## src/hdl/ssps_defines.vh

```
// Constants for the synchronous serial port in SPI operation.
// Assumes inclusion by bare name from the files under hdl/.
`ifndef SSPS_DEFINES_VH
`define SSPS_DEFINES_VH

// ==========================================================
// Register byte offsets
`define SSPS_OFF_CTL 8'h14
`define SSPS_OFF_STAT 8'h18
`define SSPS_OFF_BUF 8'h1c
`define SSPS_OFF_IRQ 8'h20

// ==========================================================
// Field positions
`define SSPS_CTL_WRITE_COLLISION_FLAG 7
`define SSPS_CTL_OVF 6
`define SSPS_CTL_EN 5
`define SSPS_CTL_CKP 4
`define SSPS_STAT_SMP 7
`define SSPS_STAT_CKE 6
`define SSPS_STAT_BF 0
`define SSPS_IRQ_PORT 3

// ==========================================================
// Reset values
`define SSPS_CTL_RST 8'h00
`define SSPS_STAT_RST 8'h00
`define SSPS_IRQ_RST 1'b0

// ==========================================================
// Mode codes
`define SSPS_MODE_DIV4 4'h0
`define SSPS_MODE_DIV16 4'h1
`define SSPS_MODE_DIV64 4'h2
`define SSPS_MODE_TIMER_TWO_OUTPUT 4'h3
`define SSPS_MODE_SLV_SS 4'h4
`define SSPS_MODE_SLV_NOSS 4'h5

// ==========================================================
// Timing counts: divider ratios, serial clock phases and last bit index
`define SSPS_DIV_FAST 7'h04
`define SSPS_DIV_MED 7'h10
`define SSPS_DIV_SLOW 7'h40
`define SSPS_PH_LAST 5'h0f
`define SSPS_PH_EXTRA 5'h10
`define SSPS_LAST_BIT 4'h7

`endif

```

## src/hdl/ssps_clkgen.v

```verilog
// Half-period tick generator for the master serial clock.
// Assumes the timer two output is a one-cycle pulse synchronous to hclk.
`timescale 1ns/1ps
`default_nettype none
`include "ssps_defines.vh"

module ssps_clkgen (
  // Clock and reset
  input wire hclk,
  input wire hresetn,
  // Control
  input wire run,
  input wire [3:0] mode,
  input wire timer_two_output,
  // Tick out
  output wire tick
);

  // ==========================================================
  // Divider
  reg [6:0] cnt_q;
  reg [6:0] lim;
  wire cnt_hit;

  always @*
  begin
    case (mode)
      `SSPS_MODE_DIV4: lim = (`SSPS_DIV_FAST >> 1) - 7'h01;
      `SSPS_MODE_DIV16: lim = (`SSPS_DIV_MED >> 1) - 7'h01;
      default: lim = (`SSPS_DIV_SLOW >> 1) - 7'h01;
    endcase
  end

  assign cnt_hit = (cnt_q == lim);

  // Restarting while idle makes the first edge a full half-period after the start.
  always @(posedge hclk or negedge hresetn)
  begin
    if (!hresetn)
      cnt_q <= 7'h00;
    else if (!run || cnt_hit)
      cnt_q <= 7'h00;
    else
      cnt_q <= cnt_q + 7'h01;
  end

  // Each timer pulse is one half-period, giving the timer rate divided by two.
  assign tick = run & ((mode == `SSPS_MODE_TIMER_TWO_OUTPUT) ? timer_two_output : cnt_hit); // RQ9 RQ8

endmodule // ssps_clkgen
`default_nettype wire

```

## src/hdl/ssps_top.v

```verilog
// Synchronous serial port in SPI operation with an AHB-Lite register slave.
// Assumes serial pins are synchronous to hclk and a single-word AHB-Lite master.
//
// Summary of operation
// RQ1: buffer write while shifting sets collision flag
// RQ2: colliding buffer write is discarded entirely
// RQ3: slave byte into full buffer sets overflow
// RQ4: master operation never sets overflow flag
// RQ5: software reads buffer after every transfer
// RQ6: enable bit hands pins to port
// RQ7: polarity bit sets serial clock idle level
// RQ8: modes 0-2 master at divide 4/16/64
// RQ9: mode 3 master at half timer rate
// RQ10: modes 4/5 slave, with/without slave select
// RQ11: software avoids reserved mode codes
// RQ12: master drives clock, slave receives it
// RQ13: eight bits exchanged simultaneously per transfer
// RQ14: shifting is most significant bit first
// RQ15: completed byte loads buffer, sets flags
// RQ16: next reception may start before read
// RQ17: buffer read clears buffer full flag
// RQ18: shift register reached only through buffer
// RQ19: software reads before writing, advisory only
// RQ20: edge bit selects transmit clock edge
// RQ21: sample phase bit: end or middle
// RQ22: master buffer write starts transfer immediately
// RQ23: select high floats data out at once
// RQ24: master gives eight clocks, then idles
//
// The AHB-Lite register port was chosen for this implementation.
`timescale 1ns/1ps
`default_nettype none
`include "ssps_defines.vh"

module ssps_top (
  // AHB-Lite slave
  input wire hclk,
  input wire hresetn,
  input wire hsel,
  input wire [31:0] haddr,
  input wire [1:0] htrans,
  input wire hwrite,
  input wire [2:0] hsize,
  input wire [31:0] hwdata,
  input wire hready,
  output wire [31:0] hrdata,
  output wire hreadyout,
  output wire hresp,
  // Serial clock pin
  input wire sck_i,
  output wire sck_o,
  output wire sck_oe,
  // Serial data pins
  input wire sdi_i,
  output wire sdo_o,
  output wire sdo_oe,
  // Slave select and timer
  input wire ss_n_i,
  input wire timer_two_output,
  // Pin ownership
  output wire serial_pins_owned,
  output wire ss_pin_owned
);

  // ==========================================================
  // State
  reg write_collision_flag_q;
  reg ovf_q;
  reg en_q;
  reg ckp_q;
  reg [3:0] mode_q;
  reg smp_q;
  reg cke_q;
  reg bf_q;
  reg irq_q;
  reg [7:0] rxbuf_q;
  reg [7:0] tx_q;
  reg [7:0] rx_q;
  reg out_q;
  reg sck_q;
  reg run_q;
  reg [4:0] ph_q;
  reg [3:0] cnt_q;
  reg sck_prev_q;
  reg wr_pend_q;
  reg [7:0] adr_q;
  reg [31:0] hrdata_q;

  // Status reset pattern; its stored bits are picked out one by one at reset.
  localparam [7:0] stat_rst = `SSPS_STAT_RST;

  // ==========================================================
  // Bus decode
  wire acc = hsel & htrans[1] & hready;
  wire rd_acc = acc & ~hwrite;
  wire wr_acc = acc & hwrite;
  wire [7:0] a_off = haddr[7:0];
  wire wr_ctl = wr_pend_q & (adr_q == `SSPS_OFF_CTL);
  wire wr_stat = wr_pend_q & (adr_q == `SSPS_OFF_STAT);
  wire wr_buf = wr_pend_q & (adr_q == `SSPS_OFF_BUF);
  wire wr_irq = wr_pend_q & (adr_q == `SSPS_OFF_IRQ);
  wire rd_buf = rd_acc & (a_off == `SSPS_OFF_BUF);

  assign hreadyout = 1'b1;
  assign hresp = 1'b0;
  assign hrdata = hrdata_q;

  // ==========================================================
  // Mode decode
  wire is_master = (mode_q[3:2] == 2'b00); // RQ8 RQ9
  wire is_slave = (mode_q == `SSPS_MODE_SLV_SS) | (mode_q == `SSPS_MODE_SLV_NOSS); // RQ10
  wire ss_ctl = (mode_q == `SSPS_MODE_SLV_SS);
  wire m_act = en_q & is_master;
  wire s_sel = en_q & is_slave & (~ss_ctl | ~ss_n_i);
  // A raised select in the select-controlled mode abandons the partial byte.
  wire s_abort = en_q & ss_ctl & ss_n_i;

  // ==========================================================
  // Master tick source
  wire tick;

  ssps_clkgen u_clkgen (
    .hclk(hclk),
    .hresetn(hresetn),
    .run(run_q),
    .mode(mode_q),
    .timer_two_output(timer_two_output),
    .tick(tick)
  );

  // ==========================================================
  // Edge events
  wire m_tick = run_q & tick;
  wire m_tx = m_tick & (ph_q[0] == ~cke_q) & (ph_q != `SSPS_PH_EXTRA); // RQ20
  wire m_smp = m_tick & (smp_q ? ((ph_q[0] == ~cke_q) & (ph_q != 5'h00)) : (ph_q[0] == cke_q)); // RQ21
  wire [4:0] m_last = (cke_q & smp_q) ? `SSPS_PH_EXTRA : `SSPS_PH_LAST;
  wire m_done = m_tick & (ph_q == m_last); // RQ24

  wire s_edge = s_sel & (sck_i ^ sck_prev_q);
  wire s_lead = s_edge & (sck_prev_q == ckp_q);
  wire s_trail = s_edge & (sck_prev_q != ckp_q);
  wire s_tx = cke_q ? s_lead : s_trail; // RQ20
  wire s_smp = cke_q ? s_trail : s_lead;
  wire s_done = s_smp & (cnt_q == `SSPS_LAST_BIT); // RQ13

  wire tx_ev = m_act ? m_tx : s_tx;
  wire smp_ev = m_act ? m_smp : s_smp;
  wire [7:0] rx_nxt = {rx_q[6:0], sdi_i}; // RQ14
  wire [7:0] rx_fin = smp_ev ? rx_nxt : rx_q;

  // ==========================================================
  // Buffer write acceptance
  wire busy = run_q | (s_sel & (cnt_q != 4'h0));
  wire start = wr_buf & en_q & (is_master | is_slave) & ~busy; // RQ22 RQ2
  wire collide = wr_buf & en_q & busy; // RQ1

  // A slave byte completing into a full buffer is dropped; a read in the same cycle frees it.
  wire bf_busy = bf_q & ~rd_buf;
  wire m_load = m_act & m_done;
  wire s_load = ~m_act & s_done & ~bf_busy; // RQ16
  wire s_over = ~m_act & s_done & bf_busy; // RQ3 RQ4
  wire load = m_load | s_load;
  wire done = m_load | s_done;

  // ==========================================================
  // Control, status and flag registers
  always @(posedge hclk or negedge hresetn)
  begin
    if (!hresetn)
    begin
      {write_collision_flag_q, ovf_q, en_q, ckp_q, mode_q} <= `SSPS_CTL_RST;
      smp_q <= stat_rst[`SSPS_STAT_SMP];
      cke_q <= stat_rst[`SSPS_STAT_CKE];
      bf_q <= stat_rst[`SSPS_STAT_BF];
      irq_q <= `SSPS_IRQ_RST;
    end
    else
    begin
      if (wr_ctl)
      begin
        en_q <= hwdata[`SSPS_CTL_EN]; // RQ6
        ckp_q <= hwdata[`SSPS_CTL_CKP]; // RQ7
        mode_q <= hwdata[3:0];
      end
      // Hardware setting wins over a software clear in the same cycle.
      write_collision_flag_q <= collide | (wr_ctl ? hwdata[`SSPS_CTL_WRITE_COLLISION_FLAG] : write_collision_flag_q); // RQ1
      ovf_q <= s_over | (wr_ctl ? hwdata[`SSPS_CTL_OVF] : ovf_q); // RQ3
      if (wr_stat)
      begin
        smp_q <= hwdata[`SSPS_STAT_SMP];
        cke_q <= hwdata[`SSPS_STAT_CKE];
      end
      bf_q <= load | (bf_q & ~rd_buf); // RQ15 RQ17
      irq_q <= done | (wr_irq ? hwdata[`SSPS_IRQ_PORT] : irq_q); // RQ15
    end
  end

  // ==========================================================
  // Shift engine
  always @(posedge hclk or negedge hresetn)
  begin
    if (!hresetn)
    begin
      rxbuf_q <= 8'h00;
      tx_q <= 8'h00;
      rx_q <= 8'h00;
      out_q <= 1'b0;
      sck_q <= 1'b0;
      run_q <= 1'b0;
      ph_q <= 5'h00;
      cnt_q <= 4'h0;
      sck_prev_q <= 1'b0;
    end
    else
    begin
      sck_prev_q <= sck_i;
      if (load)
        rxbuf_q <= rx_fin; // RQ15
      if (!en_q || s_abort)
      begin
        run_q <= 1'b0;
        cnt_q <= 4'h0;
        ph_q <= 5'h00;
        sck_q <= ckp_q;
      end
      else if (start)
      begin
        // The first bit must be on the line before the first edge when data changes on trailing edges.
        if (!cke_q)
        begin
          out_q <= hwdata[7]; // RQ14
          tx_q <= {hwdata[6:0], 1'b0};
        end
        else
          tx_q <= hwdata[7:0]; // RQ18
        cnt_q <= 4'h0;
        ph_q <= 5'h00;
        run_q <= is_master; // RQ22
        sck_q <= ckp_q;
      end
      else
      begin
        if (tx_ev)
        begin
          out_q <= tx_q[7]; // RQ13 RQ14
          tx_q <= {tx_q[6:0], 1'b0};
        end
        if (smp_ev)
        begin
          rx_q <= rx_nxt; // RQ13
          cnt_q <= done ? 4'h0 : cnt_q + 4'h1;
        end
        if (m_done)
        begin
          run_q <= 1'b0; // RQ24
          ph_q <= 5'h00;
        end
        else if (m_tick)
          ph_q <= ph_q + 5'h01;
        if (!run_q)
          sck_q <= ckp_q; // RQ7
        else if (m_tick && ph_q != `SSPS_PH_EXTRA)
          sck_q <= ~sck_q; // RQ24
      end
    end
  end

  // ==========================================================
  // Register bus slave
  reg [31:0] rd_mux;

  always @*
  begin
    case (a_off)
      `SSPS_OFF_CTL: rd_mux = {24'h000000, write_collision_flag_q, ovf_q, en_q, ckp_q, mode_q};
      `SSPS_OFF_STAT: rd_mux = {24'h000000, smp_q, cke_q, 5'h00, bf_q};
      `SSPS_OFF_BUF: rd_mux = {24'h000000, rxbuf_q}; // RQ18
      `SSPS_OFF_IRQ: rd_mux = {28'h0000000, irq_q, 3'h0};
      default: rd_mux = 32'h00000000;
    endcase
  end

  always @(posedge hclk or negedge hresetn)
  begin
    if (!hresetn)
    begin
      wr_pend_q <= 1'b0;
      adr_q <= 8'h00;
      hrdata_q <= 32'h00000000;
    end
    else
    begin
      wr_pend_q <= wr_acc;
      if (acc)
        adr_q <= a_off;
      if (rd_acc)
        hrdata_q <= rd_mux;
    end
  end

  // ==========================================================
  // Pin control
  assign sck_o = sck_q;
  assign sck_oe = m_act; // RQ12
  assign sdo_o = out_q;
  assign sdo_oe = m_act | s_sel; // RQ23 RQ6
  assign serial_pins_owned = en_q; // RQ6
  assign ss_pin_owned = en_q & ss_ctl; // RQ10

endmodule // ssps_top
`default_nettype wire

```

## config.mk

```make
export PLATFORM = sky130hd
export DESIGN_NAME = ssps_top
export DESIGN_NICKNAME = d
export VERILOG_FILES = /design/src/hdl/ssps_clkgen.v /design/src/hdl/ssps_top.v
export VERILOG_INCLUDE_DIRS = /design/src /design/src/hdl
export SDC_FILE = /design/constraint.sdc
export NUM_CORES = 1
export LEC_CHECK = 0
export BUFFER_PORTS_ARGS = -buffer_cell sky130_fd_sc_hd__buf_2
export CORE_MARGIN = 2
export CORE_UTILIZATION = 30
export DETAILED_ROUTE_END_ITERATION = 16
export PLACE_DENSITY = 0.56
export SYNTH_ARGS = -nofsm -noshare
export SYNTH_HDL_FRONTEND = slang
export SYNTH_SLANG_ARGS = --single-unit
```

## constraint.sdc

```tcl
create_clock -name hclk -period 3.2 [get_ports hclk]
set_input_delay 0.64 -clock hclk [delete_from_list [all_inputs] [get_ports hclk]]
set_output_delay 0.64 -clock hclk [all_outputs]
set_load 0.02 [all_outputs]
```

# After elaboration in Yosys (flattened, before gate mapping)
# Cells that the tools add are included.
[op_classes]
n_addsub = 3
n_eq_ne = 22
muxes = 35
bitwise_logic = 59
n_reduce_logical = 16
[ops]
columns = ["cell", "n"]
rows = [
  ["equality test 8 x 5 -> 1 bit, second input constant", 6],
  ["AND 1 bit", 36],
  ["two-way mux 8 bit", 4],
  ["one-hot mux 8 bit (4 select lines)", 1],
  ["two-way mux 5 bit", 5],
  ["two-way mux 1 bit", 19],
  ["equality test 8 x 6 -> 1 bit, second input constant", 2],
  ["two-way mux 4 bit", 4],
  ["equality test 4 x 3 -> 1 bit, second input constant", 3],
  ["NOT 1 bit", 11],
  ["OR 1 bit", 11],
  ["one-hot mux 5 bit (2 select lines)", 1],
  ["nonzero test 4 bit", 2],
  ["adder 7 x 1 -> 7 bit, second input constant", 1],
  ["equality test 7 x 5 -> 1 bit", 1],
  ["two-way mux 7 bit", 1],
  ["nonzero test 3 bit", 2],
  ["adder 5 x 1 -> 5 bit, second input constant", 1],
  ["equality test 5 bit", 1],
  ["!= test 5 bit, second input constant", 1],
  ["nonzero test 5 bit", 1],
  ["adder 4 x 1 -> 4 bit, second input constant", 1],
  ["equality test 4 x 1 -> 1 bit, second input constant", 1],
  ["equality test 4 x 2 -> 1 bit, second input constant", 1],
  ["other kinds (13)", 18],
]
[totals]
regBits = 97
inputBits = 78
out_inout_bits = 40
wordCells = 157

# Longest topological paths before layout
# Gate-level depths: netlist of run 1.
[depth]
word_depth = 13
depth_mapped = 10
depth_no_buf = 8

# Hierarchy
# A second synthesis of run 1 with hierarchy kept.
[hier_totals]
cells_unflattened = 379
hier_area_um2 = 4091.4
[by_module_without_submodules]
columns = ["mod", "instances", "cells_each", "area_per_inst_um2", "seq_area_each_um2"]
rows = [
  ["ssps_top", 1, 339, 3663.5, 1651.6],
  ["ssps_clkgen", 1, 40, 427.9, 175.2],
]

# Least setup slack after synthesis of run 1
# No wires, ideal clock.
[synth_timing]
kind = "register to register"
start = "reg u_clkgen.cnt_q[5]"
end = "reg rxbuf_q[0]"
setup_time_ns = 0.125
arrival_time_ns = 2.400
t_required_ns = 3.075
setup_slack_ns = 0.675
path_stages_with_launch = 8
path_buffers = 1
period_less_slack_ns = 2.525
cell_sequence = "dfrtp_1 > or3b_4 > a2111oi_4 > o32ai_2 > or3_1 > buf_6 > mux2_4 > mux2_2"
[synth_via]
elab_chain_cells = 7
word_cells_on_any_way = 10
cone_classes = "eq/ne: 1; mux: 3; bitwise: 6"
[synth_rtl]
columns = ["element", "line", "text"]
rows = [
  ["start, declared", "ssps_clkgen.v:21", "reg [6:0] cnt_q;"],
  ["start signal, assigned", "ssps_clkgen.v:44", "cnt_q <= cnt_q + 7'h01;"],
  ["equality test 7 x 5 -> 1 bit *", "ssps_clkgen.v:34", "assign cnt_hit = (cnt_q == lim);"],
  ["two-way mux 1 bit *", "ssps_clkgen.v:48", "assign tick = run & ((mode == `SSPS_MODE_TIMER_TWO_OUTPUT) ? timer_two_output : cnt_hit);"],
  ["AND 1 bit *", "ssps_clkgen.v:48", ""],
  ["AND 1 bit *", "ssps_top.v:133", "wire m_tick = run_q & tick;"],
  ["AND 1 bit (on tied branches)", "ssps_top.v:135, ssps_top.v:137", ""],
  ["two-way mux 1 bit or AND 1 bit (tied branches)", "ssps_top.v:147, ssps_top.v:159", ""],
  ["two-way mux 8 bit or OR 1 bit (tied branches)", "n/a", ""],
  ["end signal, assigned", "ssps_top.v:218", "rxbuf_q <= rx_fin;"],
  ["end, declared", "ssps_top.v:76", "reg [7:0] rxbuf_q;"],
]
# Mark *: on every way between the ends. The rest lies on a longest branch, timed or not.
# A chain may end at the register's enable or synchronous reset.

# Worst setup path in the final report of run 1
[layout_timing]
start = "reg mode_q[2]"
end = "reg tx_q[7]"
[layout_via]
elab_chain_cells = 11
word_cells_on_any_way = 37
cone_classes = "eq/ne: 5; mux: 5; bitwise: 22; reduce/logical: 5"
[layout_rtl]
columns = ["element", "line", "text"]
rows = [
  ["start, declared", "ssps_top.v:71", "reg [3:0] mode_q;"],
  ["start signal, assigned", "ssps_top.v:171", "{write_collision_flag_q, ovf_q, en_q, ckp_q, mode_q} <= `SSPS_CTL_RST;"],
  ["start signal, assigned", "ssps_top.v:183", "mode_q <= hwdata[3:0];"],
  ["equality test 4 x 1 -> 1 bit or logical NOT 4 bit (tied branches)", "ssps_clkgen.v:27", "case (mode)"],
  ["one-hot mux 5 bit (2 select lines)", "ssps_clkgen.v:27", ""],
  ["equality test 7 x 5 -> 1 bit", "ssps_clkgen.v:34", ""],
  ["two-way mux 1 bit", "ssps_clkgen.v:48", ""],
  ["AND 1 bit", "ssps_clkgen.v:48", ""],
  ["AND 1 bit", "ssps_top.v:133", ""],
  ["AND 1 bit (2 in series)", "ssps_top.v:134", "wire m_tx = m_tick & (ph_q[0] == ~cke_q) & (ph_q != `SSPS_PH_EXTRA);"],
  ["two-way mux 1 bit", "ssps_top.v:146", "wire tx_ev = m_act ? m_tx : s_tx;"],
  ["nonzero test 2 bit (no source line)", "n/a", ""],
  ["AND reduction 2 bit (no source line)", "n/a", ""],
  ["end signal, assigned", "ssps_top.v:232", "tx_q <= {hwdata[6:0], 1'b0};"],
  ["end signal, assigned", "ssps_top.v:235", "tx_q <= hwdata[7:0];"],
  ["end signal, assigned", "ssps_top.v:246", "tx_q <= {tx_q[6:0], 1'b0};"],
  ["end, declared", "ssps_top.v:77", "reg [7:0] tx_q;"],
]
# Several ways; a longest one is shown, not always the timed one.

==> results of run 1 <==
-- cells in the mapped netlist, types with 2 or more instances --
library cell	number	share of area (%)
a31oi_1	4	0.61
a22oi_1	3	0.55
ha_1	5	1.5
nand4_1	6	0.91
buf_4	26	4.7
mux2i_1	14	3.4
dfrtp_1	73	44
conb_1	2	0.18
nand3b_1	2	0.37
nor4b_1	2	0.43
nand2b_1	7	1.1
nand2_1	41	3.7
nor2_1	26	2.4
buf_1	2	0.18
o32a_1	2	0.49
mux2_2	51	14
nor3_1	3	0.37
or4b_2	2	0.49
inv_1	11	1.0
nand3_1	14	1.7
clkbuf_1	5	0.46
o31ai_1	2	0.37
or3_1	3	0.46
and3_1	6	0.91
xnor2_1	3	0.64
a21oi_1	9	1.1
nor4_1	2	0.30
o21ai_0	23	2.8
nor2b_1	3	0.46
mux2_4	8	2.9
xor2_1	5	1.1
-- metrics by stage --
step / instances / worst slack, ns / cell area, µm²
floorplan: 413 / 0.675 / 4200
global placement: 599 / 0.378 / 4430
detailed placement: 599 / 0.323 / 4430
CTS: 615 / 0.312 / 4730
global route: 615 / 0.0688 / 4730
finish: 615 / 0.331 / 4730
-- layout by cell type (no fill, tap or decap), types with 3 or more instances in the layout --
| cell type | netlist | layout |
|---|---|---|
| nand2_1 | 41 | 41 |
| nor3_1 | 3 | 3 |
| and3_1 | 6 | 6 |
| a22oi_1 | 3 | 3 |
| conb_1 | 2 | 26 |
| a31oi_1 | 4 | 4 |
| nand4_1 | 6 | 6 |
| or3_1 | 3 | 3 |
| xnor2_1 | 3 | 3 |
| mux2i_1 | 14 | 14 |
| inv_1 | 11 | 11 |
| mux2_2 | 51 | 51 |
| nand3_1 | 14 | 14 |
| mux2_4 | 8 | 8 |
| o21ai_0 | 23 | 23 |
| clkbuf_16 | 0 | 9 |
| a21oi_1 | 9 | 9 |
| dfrtp_1 | 73 | 73 |
| nor2_1 | 26 | 26 |
| ha_1 | 5 | 5 |
| nand2b_1 | 7 | 7 |
| buf_2 | 0 | 39 |
| buf_4 | 26 | 4 |
| xor2_1 | 5 | 5 |
| nor2b_1 | 3 | 3 |
-- routing by layer --
| layer | wire (µm) | global-route usage (%) | up-vias |
|---|---|---|---|
| met3 | 419 | 3.05 | 11 |
| li1 | - | - | 1427 |
| met1 | 4130 | 17.5 | 1442 |
| met5 | 0 | 0 | - |
| met2 | 4220 | 21.1 | 71 |
| met4 | 166 | 4.80 | 0 |
-- path summary, 6_finish.rpt --
check,cells past startpoint,start,slack [ns],to
worst min register to register,1,u_clkgen.cnt_q[0],0.49,u_clkgen.cnt_q[0]
max in group asynchronous,2,hresetn,2.30,tx_q[1]
min in group hclk,1,sck_i,0.46,sck_prev_q
worst max register to register,6,mode_q[2],0.33,tx_q[7]
worst max-delay path,6,mode_q[2],0.33,tx_q[7]
worst min-delay path,1,hresetn,0.24,rx_q[2]
-- worst register-to-register path: cells and delay by family (launching register included) --
family             cells  cell delay, ns
muxes                  1            0.41
DFF                    1            0.46
and+or+nand+nor        4            1.28
AOI/OAI and AO/OA      1            0.61
-- final cells by class --
| type | count | area, µm² | share of cell area (%) |
|---|---|---|---|
| flip-flops and latches | 73 | 1830 | 38.6 |
| multi-input cells | 295 | 2100 | 44.4 |
| well taps | 176 | 220 | 4.66 |
| repair buffers | 44 | 245 | 5.19 |
| inverters | 11 | 41.3 | 0.873 |
| clock buffers | 10 | 229 | 4.84 |
| clock inverters | 6 | 66.3 | 1.40 |
-- cell families after synthesis --
logic type                 count (synthesis)  share of synthesized area, %
other                                      2                         0.183
adders and majority gates                  5                          1.52
and+or+nand+nor                          125                          15.4
AOI/OAI and AO/OA                         58                          9.77
muxes                                     73                          20.3
xor gates and xnor gates                   8                          1.70
buffers and inverters                     45                          6.66
DFF                                       73                          44.4
-- where the power goes --
group / switching (µW) / internal, µW
sequential: 23.7 / 950
clock: 390 / 606
combinational: 97.1 / 55.3
total: 510 / 1610
-- registers in the layout, indices dropped and copies added, names as in the netlist, 4 cells and up --
name / count
rx_q: 8
rxbuf_q: 8
tx_q: 8
adr_q: 8
mode_q: 4
u_clkgen.cnt_q: 7
hrdata: 8
cnt_q: 4
ph_q: 5
==> impl_results.md, run 1 <==
* Status: finished, final reports clean
* Max FO, Critical Path at 9
* CTS Root Cell: clkbuf_16
* Slew headroom at 50.4%
* Period utilization at 89.6%
* Routed len/inst at 14.5 µm
* Max stage delay on crit path at 0.61 ns
* Hold Crit Class: in -> async
* Ys async rst share at 100%
* Sequential share of the synthesized area at 44.4%
* Crit path kind: reg -> reg
* Core area at 13300 µm²
* Max_cap viols at 0
* Fmax at 0.349 GHz
* DIE WIDTH at 121 µm
* Via count of the first global-routing pass at 2965
* Critical path arrival at 3.08 ns
* Family with the most delay on the worst path: simple AND/OR/NAND/NOR gates
* Hold buffer count at cts at 0
* First-pass GRT wire length at 15200 µm
* Yosys cell types at 55
* Antenna violations before repair at 0
* Final min period at 2.87 ns
* Filler cells at 1375
* Via count at 2951
* First-pass DRT Iterations at 4
* Crit. End Element: flop
* Worst VDD drop at 0.000297 V
* Gr usage total at 13.2%
* Ys flop type: dfrtp_1
* Routability cong. at 0.800
* Worst slew pin tran at 0.742 ns
* Register bit count reported by yosys at 73
* Port bufs at 39
* Critical path, cell by cell: nor3_1 -> nor3_1 -> o32ai_2 -> nor2_1 -> nor2_1 -> mux2_2
* Setup repair bufs after CTS at 0
* Std-Cell Rows at 42
* Final Power at 2120 µW
* Slew Limit Fails at 0
* Number of flops mapped to enable cells by yosys at 0
* TritonCTS Buffers at 9
* Final Hold Fails at 0
* Startpoint types: flop
* Layout Skew at 0.00863 ns
* H-tree levels at 3
* TritonCTS Sinks at 73
* Post-route ant nets at 0
* Detailed-placement wirelength estimate at 6640 µm
* CTS tree: done
* Critical path buffer and inverter count at 0
* Largest net degree at the start of global routing at 57
* Setup-failing EPs final at 0
* Setup TNS at 0 ns
* CTS max path bufs at 2
* WL final at 8940 µm
* Die area at 14700 µm²
* Area Growth Syn to Fin at 15.0%
* Final core utilization at 35.6%
* Critical path's slowest cell: o32ai_2
* Layout cells sized above 1 at 29.4%
* Routed vias/inst at 4.80
* Hold Slack at 0.241 ns
* DR iter-0 viols at 117
* Pwr/cell area at 449 nW/µm²
* Boundary Pins at 118
* Post-cts resize count at 0
* Yosys warning total at 0
* Clk_lat worst skew at 0.33 ns
* Syn avg cell area at 10.6 µm²
* Worst-path clk slew at 0.06 ns
* Unrepaired setup endpoints after global routing: false
* Final nets at 517
* Post-Syn Area at 4110 µm²
* Antenna cells at 0
* DRC errors left at 0
* P_leak at 0.00227 µW
* Starting density of the core at 30.9%
* DIE HEIGHT at 121 µm
* Required @ worst endpoint at 3.42 ns
* Cells after Synth at 389
* GR Overflow Total at 0
Power figures use the tool's default switching activity.
==> inputs of run 2 (changes only) <==
- clock period: 3.2 -> 2.7 ns (I/O delays scaled with it)
==> run 2 against run 1 <==
  * Clock skew barely moved
  * Total power rose by 21%
  * Via count rose by 2.9%
  * Maximum frequency rose by 10%
  * Global-route usage fell by 0.15 points
  * Sequential power rose by 18%
  * Wire length rose by 0.76%
  * Non-clock buffer count rose by 16
  * Die area did not move
  * Clock power rose by 23%
  * Register-to-register slack got worse by 0.24 ns
  * Largest cell class unchanged
  * Highest routed layer unchanged
==> impl_results.md, run 2 (synthesis results as in run 1) <==
* Status: finished, final reports clean
* CTS tree: done
* DR iter-0 viols at 128 (+9.4%)
* Routed len/inst at 14.3 µm (-1.8%)
* Most common cell after layout, fill and taps aside: dfrtp_1
* Sw frac at 24.9% (+0.80 points)
* Via count at 3036 (+2.9%)
* Std-Cell Rows at 42 (unchanged)
* DP Area at 4550 µm² (+2.7%)
* Pwr/cell area at 527 nW/µm² (+18%)
* DIE HEIGHT at 121 µm (unchanged)
* Post-route ant nets at 0 (unchanged)
* Layout cells sized above 1 at 32.3% (+2.9 points)
* Unrepaired setup endpoints after global routing: false
* Top Layer Used: met4
* Final min period at 2.61 ns (-0.260 ns)
* Most frequent cells in the layout: dfrtp_1 (73), mux2_2 (51), nand2_1 (41)
* DP Worst Slack at 0.105 ns (-0.218 ns)
* Met3 WL at 342 µm (-18%)
* Antenna cells at 0 (unchanged)
* Crit. End Element: flop
* Startpoint types: flop
* Setup repair bufs after CTS at 0 (unchanged)
* Final nets at 533 (+3.1%)
* TritonCTS Buffers at 9 (unchanged)
* Crit path kind: reg -> reg
* WL final at 9000 µm (+0.76%)
* Gate power share at 7.4% (+0.2 points)
* P_leak at 0.00235 µW (+3.5%)
* Final instance area at 4860 µm² (+2.8%)
* Max FO, Critical Path at 9 (unchanged)
* Via count of the first global-routing pass at 3043 (+2.6%)
* Clk network pwr share at 47.8% (+0.9 points)
* Final Power at 2570 µW (+21%)
* Area Growth Syn to Fin at 18.3%
* Gr usage total at 13.1% (-0.15 points)
* Setup TNS at 0 ns (unchanged)
* Setup-failing EPs final at 0 (unchanged)
* Critical path's slowest cell: or3b_4
* Largest net degree at the start of global routing at 74 (+30%)
* Critical path, cell by cell: or3b_4 -> a2111oi_4 -> o32ai_2 -> or3_1 -> buf_4 -> mux2_4 -> mux2_2
* CTS max path bufs at 2 (unchanged)
* Switching pwr at 638 µW (+25%)
* Die area at 14700 µm² (unchanged)
* Pint at 1930 µW (+20%)
* TritonCTS Sinks at 73 (unchanged)
* Routability cong. at 0.774 (-3.2%)
* Antenna violations before repair at 0 (unchanged)
* Period utilization at 96.6% (+7.0 points)
* Core area at 13300 µm² (unchanged)
* Setup WS post-layout at 0.0918 ns (-0.240 ns)
* Max stage delay on crit path at 0.42 ns (-0.19 ns)
* Met2 WL at 4410 µm (+4.5%)
* Clk_lat worst skew at 0.33 ns (about the same)
* H-tree levels at 3 (unchanged)
* Seq pwr share at 44.8% (-1.1 points)
* DIE WIDTH at 121 µm (unchanged)
* Wl on met1 at 4200 µm (+1.8%)
* Worst VDD drop at 0.000289 V (-2.6%)
* First-pass DRT Iterations at 4 (unchanged)
* Routed vias/inst at 4.81 (+0.27%)
* Layout Skew at 0.00898 ns (+0.000357 ns)
* Critical path arrival at 2.82 ns (-0.26 ns)
* Max_cap viols at 0 (unchanged)
* Port bufs at 39 (unchanged)
* Fmax at 0.383 GHz (+10%)
* Detailed-placement wirelength estimate at 6780 µm (+2.1%)
* Final Hold Fails at 0 (unchanged)
* Required @ worst endpoint at 2.91 ns (-0.51 ns)
* First-pass GRT wire length at 15200 µm (about the same)
* Boundary Pins at 118 (unchanged)
* DRC errors left at 0 (unchanged)
* GR Overflow Total at 0 (unchanged)
* Slew Limit Fails at 0 (unchanged)
* Hold Crit Class: in -> async
* Worst-path clk slew at 0.06 ns (about the same)
* CTS Root Cell: clkbuf_16
* Starting density of the core at 30.9% (unchanged)
[run 2: cell types whose count changed in the layout (fill, tap and decap cells not counted), sizes merged]
cell	change
clkinv	-3
buf	+16
inv	+3
clkbuf	-1
clkinvlp	+1
[run 2: layout make-up]
class	count	area, µm²
clock inverters	7	83.8
well taps	176	220
flip-flops and latches	73	1830
inverters	11	41.3
fillers	1357	8430
repair buffers	60	365
clock buffers	9	225
multi-input cells	295	2100
[run 2: stage by stage]
stage,hold slack (ns),util [%],instances
floorplan,0.244,-,413
global placement,0.474,34.3,615
detailed placement,0.473,34.3,615
CTS,0.244,36.6,631
global route,0.263,36.6,631
finish,0.232,36.6,631
[run 2: what timing repair did]
item	in CTS	in global routing
endpoints found under the hold margin	0	0
gates resized for setup	0	1
hold buffers	0	0
setup endpoints to repair	0	8
[run 2: power groups by stage]
stage | Sequential (µW) | Combinational (µW) | Clock, µW
floorplan | 1170 | 137 | 0
detailed placement | 1170 | 191 | 0
global route | 1150 | 213 | 1310
CTS | 1150 | 192 | 1260
global placement | 1170 | 187 | 0
finish | 1150 | 190 | 1230
[run 2: final timing paths]
path | start | endpoint | slack [ns] | cells past startpoint
max | u_clkgen.cnt_q[5] | rxbuf_q[0] | 0.09 | 7
min in group hclk | sck_i | sck_prev_q | 0.37 | 1
min | hresetn | rx_q[1] | 0.23 | 2
min reg2reg | hrdata[7] | hrdata[7] | 0.49 | 2
max in group asynchronous | hresetn | cnt_q[3] | 2.14 | 2
max reg2reg | u_clkgen.cnt_q[5] | rxbuf_q[0] | 0.09 | 7
[run 2: routing by layer]
metal  up-vias  track usage (%)
met1      1492             17.1
li1       1470                -
met3         4             2.49
met2        70             22.0
met5         -                0
met4         0             3.71
[run 2: worst max-delay path: cells and delay by family, from the launching register on]
family          cells  cell delay (ns)
simple gates        2             0.79
mux                 2             0.58
compound gates      2             0.53
flops               1             0.41
buf+inv             1             0.20
